==> src/verilog/anpr_map.svh <==
// register offsets, field positions and reset values of the next page register set
`ifndef ANPR_MAP_SVH
`define ANPR_MAP_SVH
// printed register indices (byte address is four times the index)
`define ANPR_IDX_TX_LOW 16'h0208
`define ANPR_IDX_TX_MID 16'h0209
`define ANPR_IDX_TX_HIGH 16'h020A
`define ANPR_IDX_RX_LOW 16'h020B
`define ANPR_IDX_RX_MID 16'h020C
`define ANPR_IDX_RX_HIGH 16'h020D
// low word field positions
`define ANPR_BIT_MORE 15
`define ANPR_BIT_ACK 14
`define ANPR_BIT_ENC 13
`define ANPR_BIT_COMPLY 12
`define ANPR_BIT_TOGGLE 11
`define ANPR_CODE_MSB 10
// partner page slices holding the middle and high words
`define ANPR_MID_MSB 31
`define ANPR_MID_LSB 16
`define ANPR_HIGH_MSB 47
`define ANPR_HIGH_LSB 32
// bus response codes
`define ANPR_RESP_OKAY 2'h0
`define ANPR_RESP_SLVERR 2'h2
// reset values
`define ANPR_RST_TX_LOW 16'h2001
`define ANPR_RST_ZERO 16'h0000
// mask of software-writable bits in the transmit low word
`define ANPR_TX_LOW_WMASK 16'hB7FF
// message codes
`define ANPR_CODE_NULL 11'h001
`define ANPR_CODE_OUI 11'h005
`define ANPR_CODE_DEVID 11'h006
// bus answer latency in cycles for a read
`define ANPR_RD_WAIT 1
`endif

==> src/verilog/anpr_pkg.sv <==
// types shared by the next page register set
package anpr_pkg;
  typedef logic [15:0] anpr_word_t; // one 16-bit register word
  typedef logic [47:0] anpr_page_t; // one whole 48-bit page
  typedef enum logic [1:0] {ANPR_IDLE, ANPR_RD_ANS, ANPR_WR_ANS} anpr_bus_e; // bus slave phase
endpackage : anpr_pkg

==> src/verilog/anpr_hold_word.sv <==
// one holding register that latches a word on a capture strobe
`timescale 1ns/1ns
module anpr_hold_word #(
  parameter int WIDTH = 16
) (
  // clock and reset
  input wire logic core_clk,
  input wire logic rst_n,
  // capture side
  input wire logic capture,
  input wire logic [WIDTH-1:0] live_word,
  // held value
  output logic [WIDTH-1:0] held_reg
);
  // elaboration check: an empty word cannot be held
  if (WIDTH < 1) begin : g_width_check
    $error("anpr_hold_word: WIDTH must be positive");
  end
  // latch on strobe, hold otherwise
  always_ff @(posedge core_clk or negedge rst_n) begin
    if (!rst_n) begin
      held_reg <= '0;
    end else if (capture) begin
      held_reg <= live_word;
    end
  end
endmodule : anpr_hold_word

==> src/verilog/anpr_regs.sv <==
// next page transmit and partner page receive registers on an avalon-mm slave
`timescale 1ns/1ns
`include "anpr_map.svh"
// Functional notes
// - reset loads null message page 0x2001
// - bit 15 read/write more pages request
// - bit 14 acknowledge, read-only, logic driven
// - bit 13 encoding select, resets to one
// - bit 12 read/write comply flag
// - bit 11 always reads zero
// - bits 10:0 read/write code, reset one
// - middle transmit word read/write, reset zero
// - high transmit word read/write, reset zero
// - low partner read latches middle, high
// - partner middle read returns latched value
// - partner low word read-only flags, encoding
// - partner bits 10:0 report code field
// - partner toggle at bit 11, reset zero
module anpr_regs #(
  parameter int ADDR_W = 16
) (
  // clock and reset
  input wire logic core_clk,
  input wire logic rst_n,
  // autonegotiation reset, synchronous pulse from the arbitration machine
  input wire logic an_reset,
  // avalon-mm slave, word addressed by register index
  input wire logic [ADDR_W-1:0] avs_address,
  input wire logic avs_read,
  input wire logic avs_write,
  input wire logic [31:0] avs_writedata,
  input wire logic [3:0] avs_byteenable,
  output logic [31:0] avs_readdata,
  output logic avs_waitrequest,
  output logic [1:0] avs_response,
  // arbitration machine side
  input wire logic tx_acknowledge_flag,
  input wire logic rx_page_valid,
  input wire anpr_pkg::anpr_page_t rx_page,
  output anpr_pkg::anpr_page_t tx_page_reg,
  output logic tx_page_commit_reg
);
  import anpr_pkg::*;

  // elaboration check: the register index needs sixteen address bits
  if (ADDR_W < 16) begin : g_addr_w_check
    $error("anpr_regs: ADDR_W must reach the 16-bit register index");
  end

  // software-held transmit words
  anpr_word_t next_page_tx_low_reg; // writable low word fields
  anpr_word_t next_page_tx_mid_reg; // first extra field
  anpr_word_t next_page_tx_high_reg; // second extra field
  // live partner page as delivered by the arbitration machine
  anpr_page_t partner_live_reg;
  // latched partner upper words
  anpr_word_t partner_page_rx_mid;
  anpr_word_t partner_page_rx_high;
  // bus slave state
  anpr_bus_e bus_reg;
  anpr_word_t rd_word; // decoded read word, combinational
  logic addr_hit; // address is a mapped register
  logic wr_take; // write accepted this cycle
  logic rd_take; // read accepted this cycle
  logic low_rd_capture; // partner low word read strobe
  logic [15:0] idx; // register index from the bus
  logic be_ok; // low two byte lanes both enabled
  anpr_word_t tx_low_view; // low word as software sees it

  assign idx = avs_address[15:0];
  assign be_ok = &avs_byteenable[1:0];
  // request is taken only in idle, so each request is answered exactly once
  assign wr_take = avs_write && (bus_reg == ANPR_IDLE);
  assign rd_take = avs_read && (bus_reg == ANPR_IDLE);
  assign low_rd_capture = rd_take && (idx == `ANPR_IDX_RX_LOW);

  // address decode of the six mapped words
  always_comb begin
    case (idx)
      `ANPR_IDX_TX_LOW, `ANPR_IDX_TX_MID, `ANPR_IDX_TX_HIGH,
      `ANPR_IDX_RX_LOW, `ANPR_IDX_RX_MID, `ANPR_IDX_RX_HIGH: begin
        addr_hit = 1'b1;
      end
      default: begin
        addr_hit = 1'b0;
      end
    endcase
  end

  // low word view: ack from the logic, toggle forced to zero
  always_comb begin
    tx_low_view = next_page_tx_low_reg;
    tx_low_view[`ANPR_BIT_ACK] = tx_acknowledge_flag;
    tx_low_view[`ANPR_BIT_TOGGLE] = 1'b0;
  end

  // transmit low word; only writable bits stored, written as a whole word
  always_ff @(posedge core_clk or negedge rst_n) begin
    if (!rst_n) begin
      next_page_tx_low_reg <= `ANPR_RST_TX_LOW;
    end else if (an_reset) begin
      next_page_tx_low_reg <= `ANPR_RST_TX_LOW;
    end else if (wr_take && be_ok && idx == `ANPR_IDX_TX_LOW) begin
      // request, encoding, comply and code stored; ack and toggle dropped
      next_page_tx_low_reg <= avs_writedata[15:0] & `ANPR_TX_LOW_WMASK;
    end
  end

  // transmit middle word
  always_ff @(posedge core_clk or negedge rst_n) begin
    if (!rst_n) begin
      next_page_tx_mid_reg <= `ANPR_RST_ZERO;
    end else if (an_reset) begin
      next_page_tx_mid_reg <= `ANPR_RST_ZERO;
    end else if (wr_take && be_ok && idx == `ANPR_IDX_TX_MID) begin
      next_page_tx_mid_reg <= avs_writedata[15:0];
    end
  end

  // transmit high word
  always_ff @(posedge core_clk or negedge rst_n) begin
    if (!rst_n) begin
      next_page_tx_high_reg <= `ANPR_RST_ZERO;
    end else if (an_reset) begin
      next_page_tx_high_reg <= `ANPR_RST_ZERO;
    end else if (wr_take && be_ok && idx == `ANPR_IDX_TX_HIGH) begin
      next_page_tx_high_reg <= avs_writedata[15:0];
    end
  end

  // committed page for the arbitration machine; upper words used as last written,
  // so writing them alone changes nothing the link sees
  always_ff @(posedge core_clk or negedge rst_n) begin
    if (!rst_n) begin
      tx_page_reg <= {`ANPR_RST_ZERO, `ANPR_RST_ZERO, `ANPR_RST_TX_LOW};
    end else if (an_reset) begin
      tx_page_reg <= {`ANPR_RST_ZERO, `ANPR_RST_ZERO, `ANPR_RST_TX_LOW};
    end else if (wr_take && be_ok && idx == `ANPR_IDX_TX_LOW) begin
      tx_page_reg <= {next_page_tx_high_reg, next_page_tx_mid_reg,
                      avs_writedata[15:0] & `ANPR_TX_LOW_WMASK};
    end
  end

  // one-cycle commit pulse alongside the new page
  always_ff @(posedge core_clk or negedge rst_n) begin
    if (!rst_n) begin
      tx_page_commit_reg <= 1'b0;
    end else begin
      tx_page_commit_reg <= wr_take && be_ok && !an_reset
                            && idx == `ANPR_IDX_TX_LOW;
    end
  end

  // live partner page, refreshed whenever a page arrives, unless an_reset clears it in the same cycle
  always_ff @(posedge core_clk or negedge rst_n) begin
    if (!rst_n) begin
      partner_live_reg <= '0;
    end else if (an_reset) begin
      partner_live_reg <= '0;
    end else if (rx_page_valid) begin
      partner_live_reg <= rx_page;
    end
  end

  // latched partner middle word; captured with the low word read
  anpr_hold_word #(
    .WIDTH(16)
  ) u_hold_mid (
    .core_clk(core_clk),
    .rst_n(rst_n),
    .capture(low_rd_capture),
    .live_word(partner_live_reg[`ANPR_MID_MSB:`ANPR_MID_LSB]),
    .held_reg(partner_page_rx_mid)
  );

  // latched partner high word
  anpr_hold_word #(
    .WIDTH(16)
  ) u_hold_high (
    .core_clk(core_clk),
    .rst_n(rst_n),
    .capture(low_rd_capture),
    .live_word(partner_live_reg[`ANPR_HIGH_MSB:`ANPR_HIGH_LSB]),
    .held_reg(partner_page_rx_high)
  );

  // read mux; partner upper words come from the latches, not the live page
  always_comb begin
    case (idx)
      `ANPR_IDX_TX_LOW: begin
        rd_word = tx_low_view;
      end
      `ANPR_IDX_TX_MID: begin
        rd_word = next_page_tx_mid_reg;
      end
      `ANPR_IDX_TX_HIGH: begin
        rd_word = next_page_tx_high_reg;
      end
      `ANPR_IDX_RX_LOW: begin
        rd_word = partner_live_reg[15:0];
      end
      `ANPR_IDX_RX_MID: begin
        rd_word = partner_page_rx_mid;
      end
      `ANPR_IDX_RX_HIGH: begin
        rd_word = partner_page_rx_high;
      end
      default: begin
        rd_word = `ANPR_RST_ZERO;
      end
    endcase
  end

  // bus phase: one wait cycle, then answer with waitrequest low
  always_ff @(posedge core_clk or negedge rst_n) begin
    if (!rst_n) begin
      bus_reg <= ANPR_IDLE;
    end else begin
      case (bus_reg)
        ANPR_IDLE: begin
          if (rd_take) begin
            bus_reg <= ANPR_RD_ANS;
          end else if (wr_take) begin
            bus_reg <= ANPR_WR_ANS;
          end
        end
        ANPR_RD_ANS, ANPR_WR_ANS: begin
          bus_reg <= ANPR_IDLE;
        end
        default: begin
          bus_reg <= ANPR_IDLE;
        end
      endcase
    end
  end

  // waitrequest: low only in the answer cycle; high from reset so no edge is missed
  always_ff @(posedge core_clk or negedge rst_n) begin
    if (!rst_n) begin
      avs_waitrequest <= 1'b1;
    end else begin
      avs_waitrequest <= !(rd_take || wr_take);
    end
  end

  // read data registered with the request; stands while waitrequest is low
  always_ff @(posedge core_clk or negedge rst_n) begin
    if (!rst_n) begin
      avs_readdata <= '0;
    end else if (rd_take) begin
      avs_readdata <= {16'h0000, rd_word};
    end
  end

  // response: slave error for an unmapped index, okay otherwise
  always_ff @(posedge core_clk or negedge rst_n) begin
    if (!rst_n) begin
      avs_response <= `ANPR_RESP_OKAY;
    end else if (rd_take || wr_take) begin
      avs_response <= addr_hit ? `ANPR_RESP_OKAY : `ANPR_RESP_SLVERR;
    end
  end

  // helper: a partner low read was taken one cycle ago
  logic low_rd_seen_reg;
  always_ff @(posedge core_clk or negedge rst_n) begin
    if (!rst_n) begin
      low_rd_seen_reg <= 1'b0;
    end else begin
      low_rd_seen_reg <= low_rd_capture;
    end
  end
endmodule : anpr_regs

==> config.mk <==
export PLATFORM = sky130hd
export DESIGN_NAME = anpr_regs
export DESIGN_NICKNAME = d
export VERILOG_FILES = /design/src/verilog/anpr_pkg.sv /design/src/verilog/anpr_hold_word.sv /design/src/verilog/anpr_regs.sv
export VERILOG_INCLUDE_DIRS = /design/src /design/src/verilog
export SDC_FILE = /design/constraint.sdc
export NUM_CORES = 1
export LEC_CHECK = 0
export BUFFER_PORTS_ARGS = -buffer_cell sky130_fd_sc_hd__buf_2
export CORE_MARGIN = 10
export CORE_UTILIZATION = 30
export CTS_BUF_LIST = sky130_fd_sc_hd__clkbuf_8
export DETAILED_ROUTE_END_ITERATION = 16
export PLACE_DENSITY_LB_ADDON = 0.25
export RECOVER_POWER = 25
export SLEW_MARGIN = 5
export SYNTH_ARGS = -nofsm -noshare
export SYNTH_HDL_FRONTEND = slang
export SYNTH_SLANG_ARGS = --single-unit
==> constraint.sdc <==
create_clock -name core_clk -period 3.3 [get_ports core_clk]
set_clock_uncertainty 0.05 [all_clocks]
set_input_delay 0.66 -clock core_clk [delete_from_list [all_inputs] [get_ports core_clk]]
set_output_delay 0.66 -clock core_clk [all_outputs]
set_load 0.01 [all_outputs]
==> results.sh, run 1 <==
export IMPL_outcome="finished, violations left"
export IMPL_violations="max-capacitance violations, max-slew violations"
export IMPL_synth_area_um2=7810
export IMPL_async_flop_share_pct=100
export IMPL_drc=0
export IMPL_avgViaCountPerCell=4.68
export IMPL_worstPathMaxFanout=16
export IMPL_grt_usage_pct=13.7
export IMPL_whs_path_depth=2
export IMPL_synth_flop_cell="dfrtp_1"
export IMPL_synth_cells=714
export IMPL_coreArea_um2=25400
export IMPL_hold_violations=0
export IMPL_overflow=0
export IMPL_final_cell_mix="176 x dfrtp_1, 151 x buf_2, 100 x nor2_1, 100 x nand2_1, 96 x mux2i_1"
export IMPL_max_slew_margin_pct=-17.4
export IMPL_drive_gt1_share_pct=28.7
export IMPL_cp_data_required_time_ps=3640
export IMPL_fin_nets=962
export IMPL_crit_path_start="avs_address[13]"
export IMPL_io_pins=191
export IMPL_initial_core_util_pct=30.7
export IMPL_synth_distinct_cells=43
export IMPL_path_depth=6
export IMPL_dp_slack_ps=525
export IMPL_worstPathArrival_ps=2630
export IMPL_setup_ws_ps=1010
export IMPL_rr_startpoint="bus_reg[1]"
export IMPL_report_final_slew_viol_count=68
export IMPL_h_tree_depth=4
export IMPL_root_buffer="clkbuf_8"
export IMPL_post_cts_buffers=0
export IMPL_endpoint_kind="flip-flop"
export IMPL_drt_wl_total_mm=22.5
export IMPL_slowest_delay_ps=710
export IMPL_p_leak_nw=4.82
export IMPL_portBuffers=153
export IMPL_cp_cell_sequence="buf_2 > or4_4 > or4_4 > o21ai_0 > a21oi_1 > a31oi_1"
export IMPL_synth_largest_area_cell="dfrtp_1"
export IMPL_critical_path_top_cell_by_count="or4_4"
export IMPL_crit_family="simple AND/OR/NAND/NOR gates"
export IMPL_finalWorstPathRequiredPeriod_ps=2290
export IMPL_postSynthAreaPerCell_um2=10.9
export IMPL_max_clock_freq_ghz=0.436
export IMPL_crit_slowest_cell="or4_4"
export IMPL_fin_setup_tns_ps=0
export IMPL_die_x_um=181
export IMPL_final_util_pct=36.8
export IMPL_fp_row_count=58
export IMPL_tightest_slew_ps=1760
export IMPL_largest_reg_flops=48
export IMPL_synth_yosys_warnings=0
export IMPL_numCtsBuffers=17
export IMPL_yosysTopAreaCellShare_pct=56.4
export IMPL_start_kind="input pin"
export IMPL_critPathKind="in -> reg"
export IMPL_grt_pass1_wl_mm=35.9
export IMPL_final_common_cell="dfrtp_1"
export IMPL_fin_crit_sh_pct=69.5
export IMPL_ant_nets=0
export IMPL_ctsResizeCount=0
export IMPL_path_buf_inv=1
export IMPL_fp_dieH_um=181
export IMPL_hold_buffers=0
export IMPL_drv_cap=1
export IMPL_first_iter_violations=470
export IMPL_cts_max_path_buffers=2
export IMPL_path_clk_slew_ps=100
export IMPL_routedWlPerCell_um=18.7
export IMPL_setup_violations_final=0
export IMPL_max_vdd_ir_drop_v=0.000199
export IMPL_ys_seq_area_share_pct=57.4
export IMPL_ys_seq_elements=179
export IMPL_cts_tree="built"
export IMPL_gp_congestion=0.759
export IMPL_antenna_found_initial=1
export IMPL_clkLatencyLatePin_ps=460
export IMPL_drtPass1Iterations=7
export IMPL_dieArea_um2=32900
export IMPL_hpwlAfterDp_mm=15.6
export IMPL_synth_edf_count=0
export IMPL_grt_start_max_net_pins=77
export IMPL_yosys_top_cells_area="dfrtp_1 56%, mux2i_1 12%, nand2_1 4.8%"
export IMPL_rsz0062_at_grt="no"
export IMPL_clock_sinks=179
export IMPL_power_density_nw_per_um2=452
export IMPL_syn2layout_area_growth_pct=19.8
export IMPL_hp_start="avs_read"
export IMPL_grt_pass1_vias=5970
export IMPL_routed_via_count=5607
export IMPL_r2r_cells=6
export IMPL_hold_path_class="in -> reg"
metal layers:
layer	vias to the layer above	GRT usage, %	part of all wire (%)
li1	2702	-	-
met1	2757	19.1	48
met2	137	20.9	46
met3	11	3.38	4.9
met4	0	3.06	0.85
met5	-	0	0
worst reg2reg max path, cell delays in order (launching register included):
cell and delay (ps):
dfrtp_1 370, nor2_1 180, and2_1 420, nand2_1 120
nor2_2 170, buf_12 230, mux2_2 380
final cells by class:
| class | instances | area, µm² |
|---|---|---|
| well taps | 330 | 413 |
| fillers | 2584 | 16000 |
| flip-flops and latches | 179 | 4480 |
| clock buffers | 21 | 289 |
| inverters | 1 | 3.75 |
| repair buffers | 173 | 993 |
| multi-input cells | 483 | 3060 |
| diodes | 1 | 2.50 |
| clock inverters | 11 | 115 |
through the flow:
stage          hold WS [ps]  std cells  power [mW]  instance area (µm²)
6_report                326       1199        4.22                 9360
5_1_grt                 294       1198        4.43                 9350
4_1_cts                 143       1198        4.31                 9360
3_5_place_dp            421       1166        2.75                 8960
3_3_place_gp            409       1166        2.74                 8960
2_1_floorplan           314        732        2.54                 7870
synth_stat cells, types with 5 or more instances:
cell type / n
dfrtp_1: 176
nand2_1: 100
nor2_1: 100
mux2i_1: 96
a21oi_1: 70
clkbuf_1: 30
mux2_2: 29
buf_4: 19
buf_2: 16
a222oi_1: 10
o21ai_1: 10
o21ai_0: 6
a22oi_1: 5
a31oi_1: 5
cell families (layout without fill, tap and decap cells):
logic type,Yosys count,in the layout,share of synthesized area (%)
AND/OR/NAND/NOR,225,225,12.6
flip-flops,179,179,57.4
multiplexers,128,128,16.9
other,1,20,0.0480
AO/OA/AOI/OAI,111,111,8.17
buffers and inverters,70,206,4.82
final timing paths:
path / to / slack [ps]
worst max register to register: u_hold_mid.held_reg[5] / 1270
worst min register to register: avs_response[1] / 440
worst min-delay path: bus_reg[1] / 330
max in group asynchronous: next_page_tx_low_reg[0] / 1400
min in group asynchronous: u_hold_mid.held_reg[10] / 610
worst max-delay path: avs_readdata[7] / 1010
power breakdown:
group	switching (mW)	leakage (nW)	internal, mW
Clock	0.839	0.205	0.696
Sequential	0.0379	2.42	2.26
Combinational	0.242	2.19	0.147
No activity file was read; power rests on OpenSTA's default activity.
==> run 2: changes to the inputs <==
==> constraint.sdc (replaced) <==
create_clock -name core_clk -period 2.1 [get_ports core_clk]
set_clock_uncertainty 0.05 [all_clocks]
set_input_delay 0.42 -clock core_clk [delete_from_list [all_inputs] [get_ports core_clk]]
set_output_delay 0.42 -clock core_clk [all_outputs]
set_load 0.01 [all_outputs]
==> run 2 against run 1 <==
  * The run still ends with max-capacitance violations, max-slew violations left
  * Largest cell class unchanged
  * Global-route usage grew 0.16 points
  * Sequential share of layout area fell by 1.1 points
  * Die area did not move
  * Total power increased by 58%
  * Non-clock buffer count grew 19
  * Via count grew 2.3%
  * Combinational power grew 61%
  * Hold slack got worse by 250 ps
  * Final cell count grew 1.6%
  * Critical endpoint is now avs_readdata[6]
  * Clock power up 58%
  * Largest power group unchanged
==> results.sh, run 2 (synthesis gave the netlist of run 1 again) <==
export IMPL_met1_usage_pct=18.2
export IMPL_placed_cells=1184
export IMPL_drv_cap=1
export IMPL_final_common_cell="dfrtp_1"
export IMPL_tightest_slew_ps=1710
export IMPL_rrSetupSlack_ps=290
export IMPL_dieArea_um2=32900
export IMPL_hpwlAfterDp_mm=16.2
export IMPL_h_tree_depth=4
export IMPL_fin_nets=981
export IMPL_drt_wl_total_mm=22.9
export IMPL_rsz0062_at_grt="no"
export IMPL_routed_via_count=5734
export IMPL_fin_crit_sh_pct=93.3
export IMPL_whs_path_depth=2
export IMPL_power_density_nw_per_um2=699
export IMPL_rr_startpoint="bus_reg[1]"
export IMPL_instances_no_fill=1218
export IMPL_drc=0
export IMPL_grt_start_max_net_pins=49
export IMPL_grt_pass1_wl_mm=36.0
export IMPL_cp_data_required_time_ps=2440
export IMPL_grt_use_met3_pct=3.82
export IMPL_die_x_um=181
export IMPL_clock_sinks=179
export IMPL_drtPass1Iterations=5
export IMPL_max_slew_margin_pct=-14.3
export IMPL_io_pins=191
export IMPL_fp_dieH_um=181
export IMPL_met2_usage_pct=22.1
export IMPL_drive_gt1_share_pct=30.3
export IMPL_nFillCells=2585
export IMPL_final_cell_mix="176 x dfrtp_1, 151 x buf_2, 100 x nor2_1"
export IMPL_portBuffers=153
export IMPL_critPathKind="in -> reg"
export IMPL_report_final_slew_viol_count=49
export IMPL_r2r_end="tx_page_reg[41]"
export IMPL_numCtsBuffers=17
export IMPL_clkLatencyLatePin_ps=460
export IMPL_avgViaCountPerCell=4.71
export IMPL_path_clk_slew_ps=100
export IMPL_largest_reg_flops=48
export IMPL_fin_total_pwr_mw=6.69
export IMPL_max_clock_freq_ghz=0.510
export IMPL_first_iter_violations=307
export IMPL_worstPathMaxFanout=16
export IMPL_setup_violations_final=0
export IMPL_fp_row_count=58
export IMPL_p_leak_nw=4.93
export IMPL_cts_tree="built"
export IMPL_routedWlPerCell_um=18.8
export IMPL_outcome="finished, violations left"
export IMPL_cts_max_path_buffers=2
export IMPL_antenna_found_initial=2
export IMPL_max_vdd_ir_drop_v=0.000310
export IMPL_overflow=0
export IMPL_root_buffer="clkbuf_8"
export IMPL_finalWorstPathRequiredPeriod_ps=1960
export IMPL_start_kind="input pin"
export IMPL_busiest_layer="met2"
export IMPL_initial_core_util_pct=30.7
export IMPL_crit_path_start="avs_address[5]"
export IMPL_grt_usage_pct=13.8
export IMPL_hold_path_class="in -> reg"
export IMPL_ant_nets=0
export IMPL_hold_end="bus_reg[1]"
export IMPL_syn2layout_area_growth_pct=22.7
export IMPL_grt_pass1_vias=6036
export IMPL_coreArea_um2=25400
export IMPL_hp_start="avs_read"
export IMPL_hold_violations=0
export IMPL_endpoint_kind="flip-flop"
export IMPL_violations="max-capacitance violations, max-slew violations"
export IMPL_worstPathArrival_ps=2300
export IMPL_gp_congestion=0.762
export IMPL_r2r_cells=6
[run 2: cell types whose count changed in the layout (fill, tap and decap cells not counted), sizes merged]
cell | before | now
inv | 7 | 6
clkinv | 2 | 5
dlygate4sd3 | 0 | 1
buf | 172 | 187
bufinv | 1 | 2
[run 2: layer usage]
layer | vias to the layer above | wire [µm]
li1 | 2737 | -
met1 | 2833 | 10200
met2 | 144 | 11100
met3 | 18 | 1230
met4 | 2 | 212
met5 | - | 13
[run 2: worst max-delay path by stage]
stage	end	slack (ps)	cells after the start
after global placement	avs_readdata[11]	-300	6
after CTS	avs_readdata[11]	150	6
after floorplan	u_hold_high.held_reg[10]	-180	7
after detailed placement	avs_readdata[11]	-330	6
after global routing	avs_readdata[7]	10	6
final	avs_readdata[6]	140	6
[run 2: per-stage QoR]
| stage | area [µm²] | TNS [ps] | hold WS, ps | setup WS [ps] | util [%] |
|---|---|---|---|---|---|
| floorplan | 7910 | -10270 | 74.4 | -183 | - |
| global route | 9580 | 0 | 68.0 | 13.8 | 37.7 |
| global placement | 9190 | -20810 | 364 | -303 | 36.2 |
| CTS | 9600 | 0 | 40.8 | 152 | 37.8 |
| detailed placement | 9190 | -22690 | 359 | -328 | 36.2 |
| finish | 9580 | 0 | 77.1 | 140 | 37.7 |
[run 2: what timing repair did]
| action | in CTS | in global routing |
|---|---|---|
| resized for setup | 0 | 1 |
| hold endpoints to repair | 39 | 0 |
| setup endpoints to repair | 0 | 1 |
| setup buffers | 0 | 0 |
| hold buffers | 1 | 0 |
[run 2: where the power goes]
group	switching, mW	total (mW)	internal, mW
clock	1.34	2.44	1.10
combinational	0.378	0.627	0.248
sequential	0.0671	3.62	3.56
[run 2: area by class of cell]
type	count	area [µm²]	share of cell area, %
flip-flops and latches	179	4480	46.8
multi-input cells	483	3060	31.9
repair buffers	192	1220	12.8
well taps	330	413	4.31
clock buffers	18	248	2.59
clock inverters	14	150	1.57
inverters	1	3.75	0.0392
diodes	1	2.50	0.0261
[run 2: critical path: stages]
cell and delay (ps):
buf_2 90, or4_1 630, or4_4 650, o21ai_0 250, a21oi_1 110, a31oi_1 140
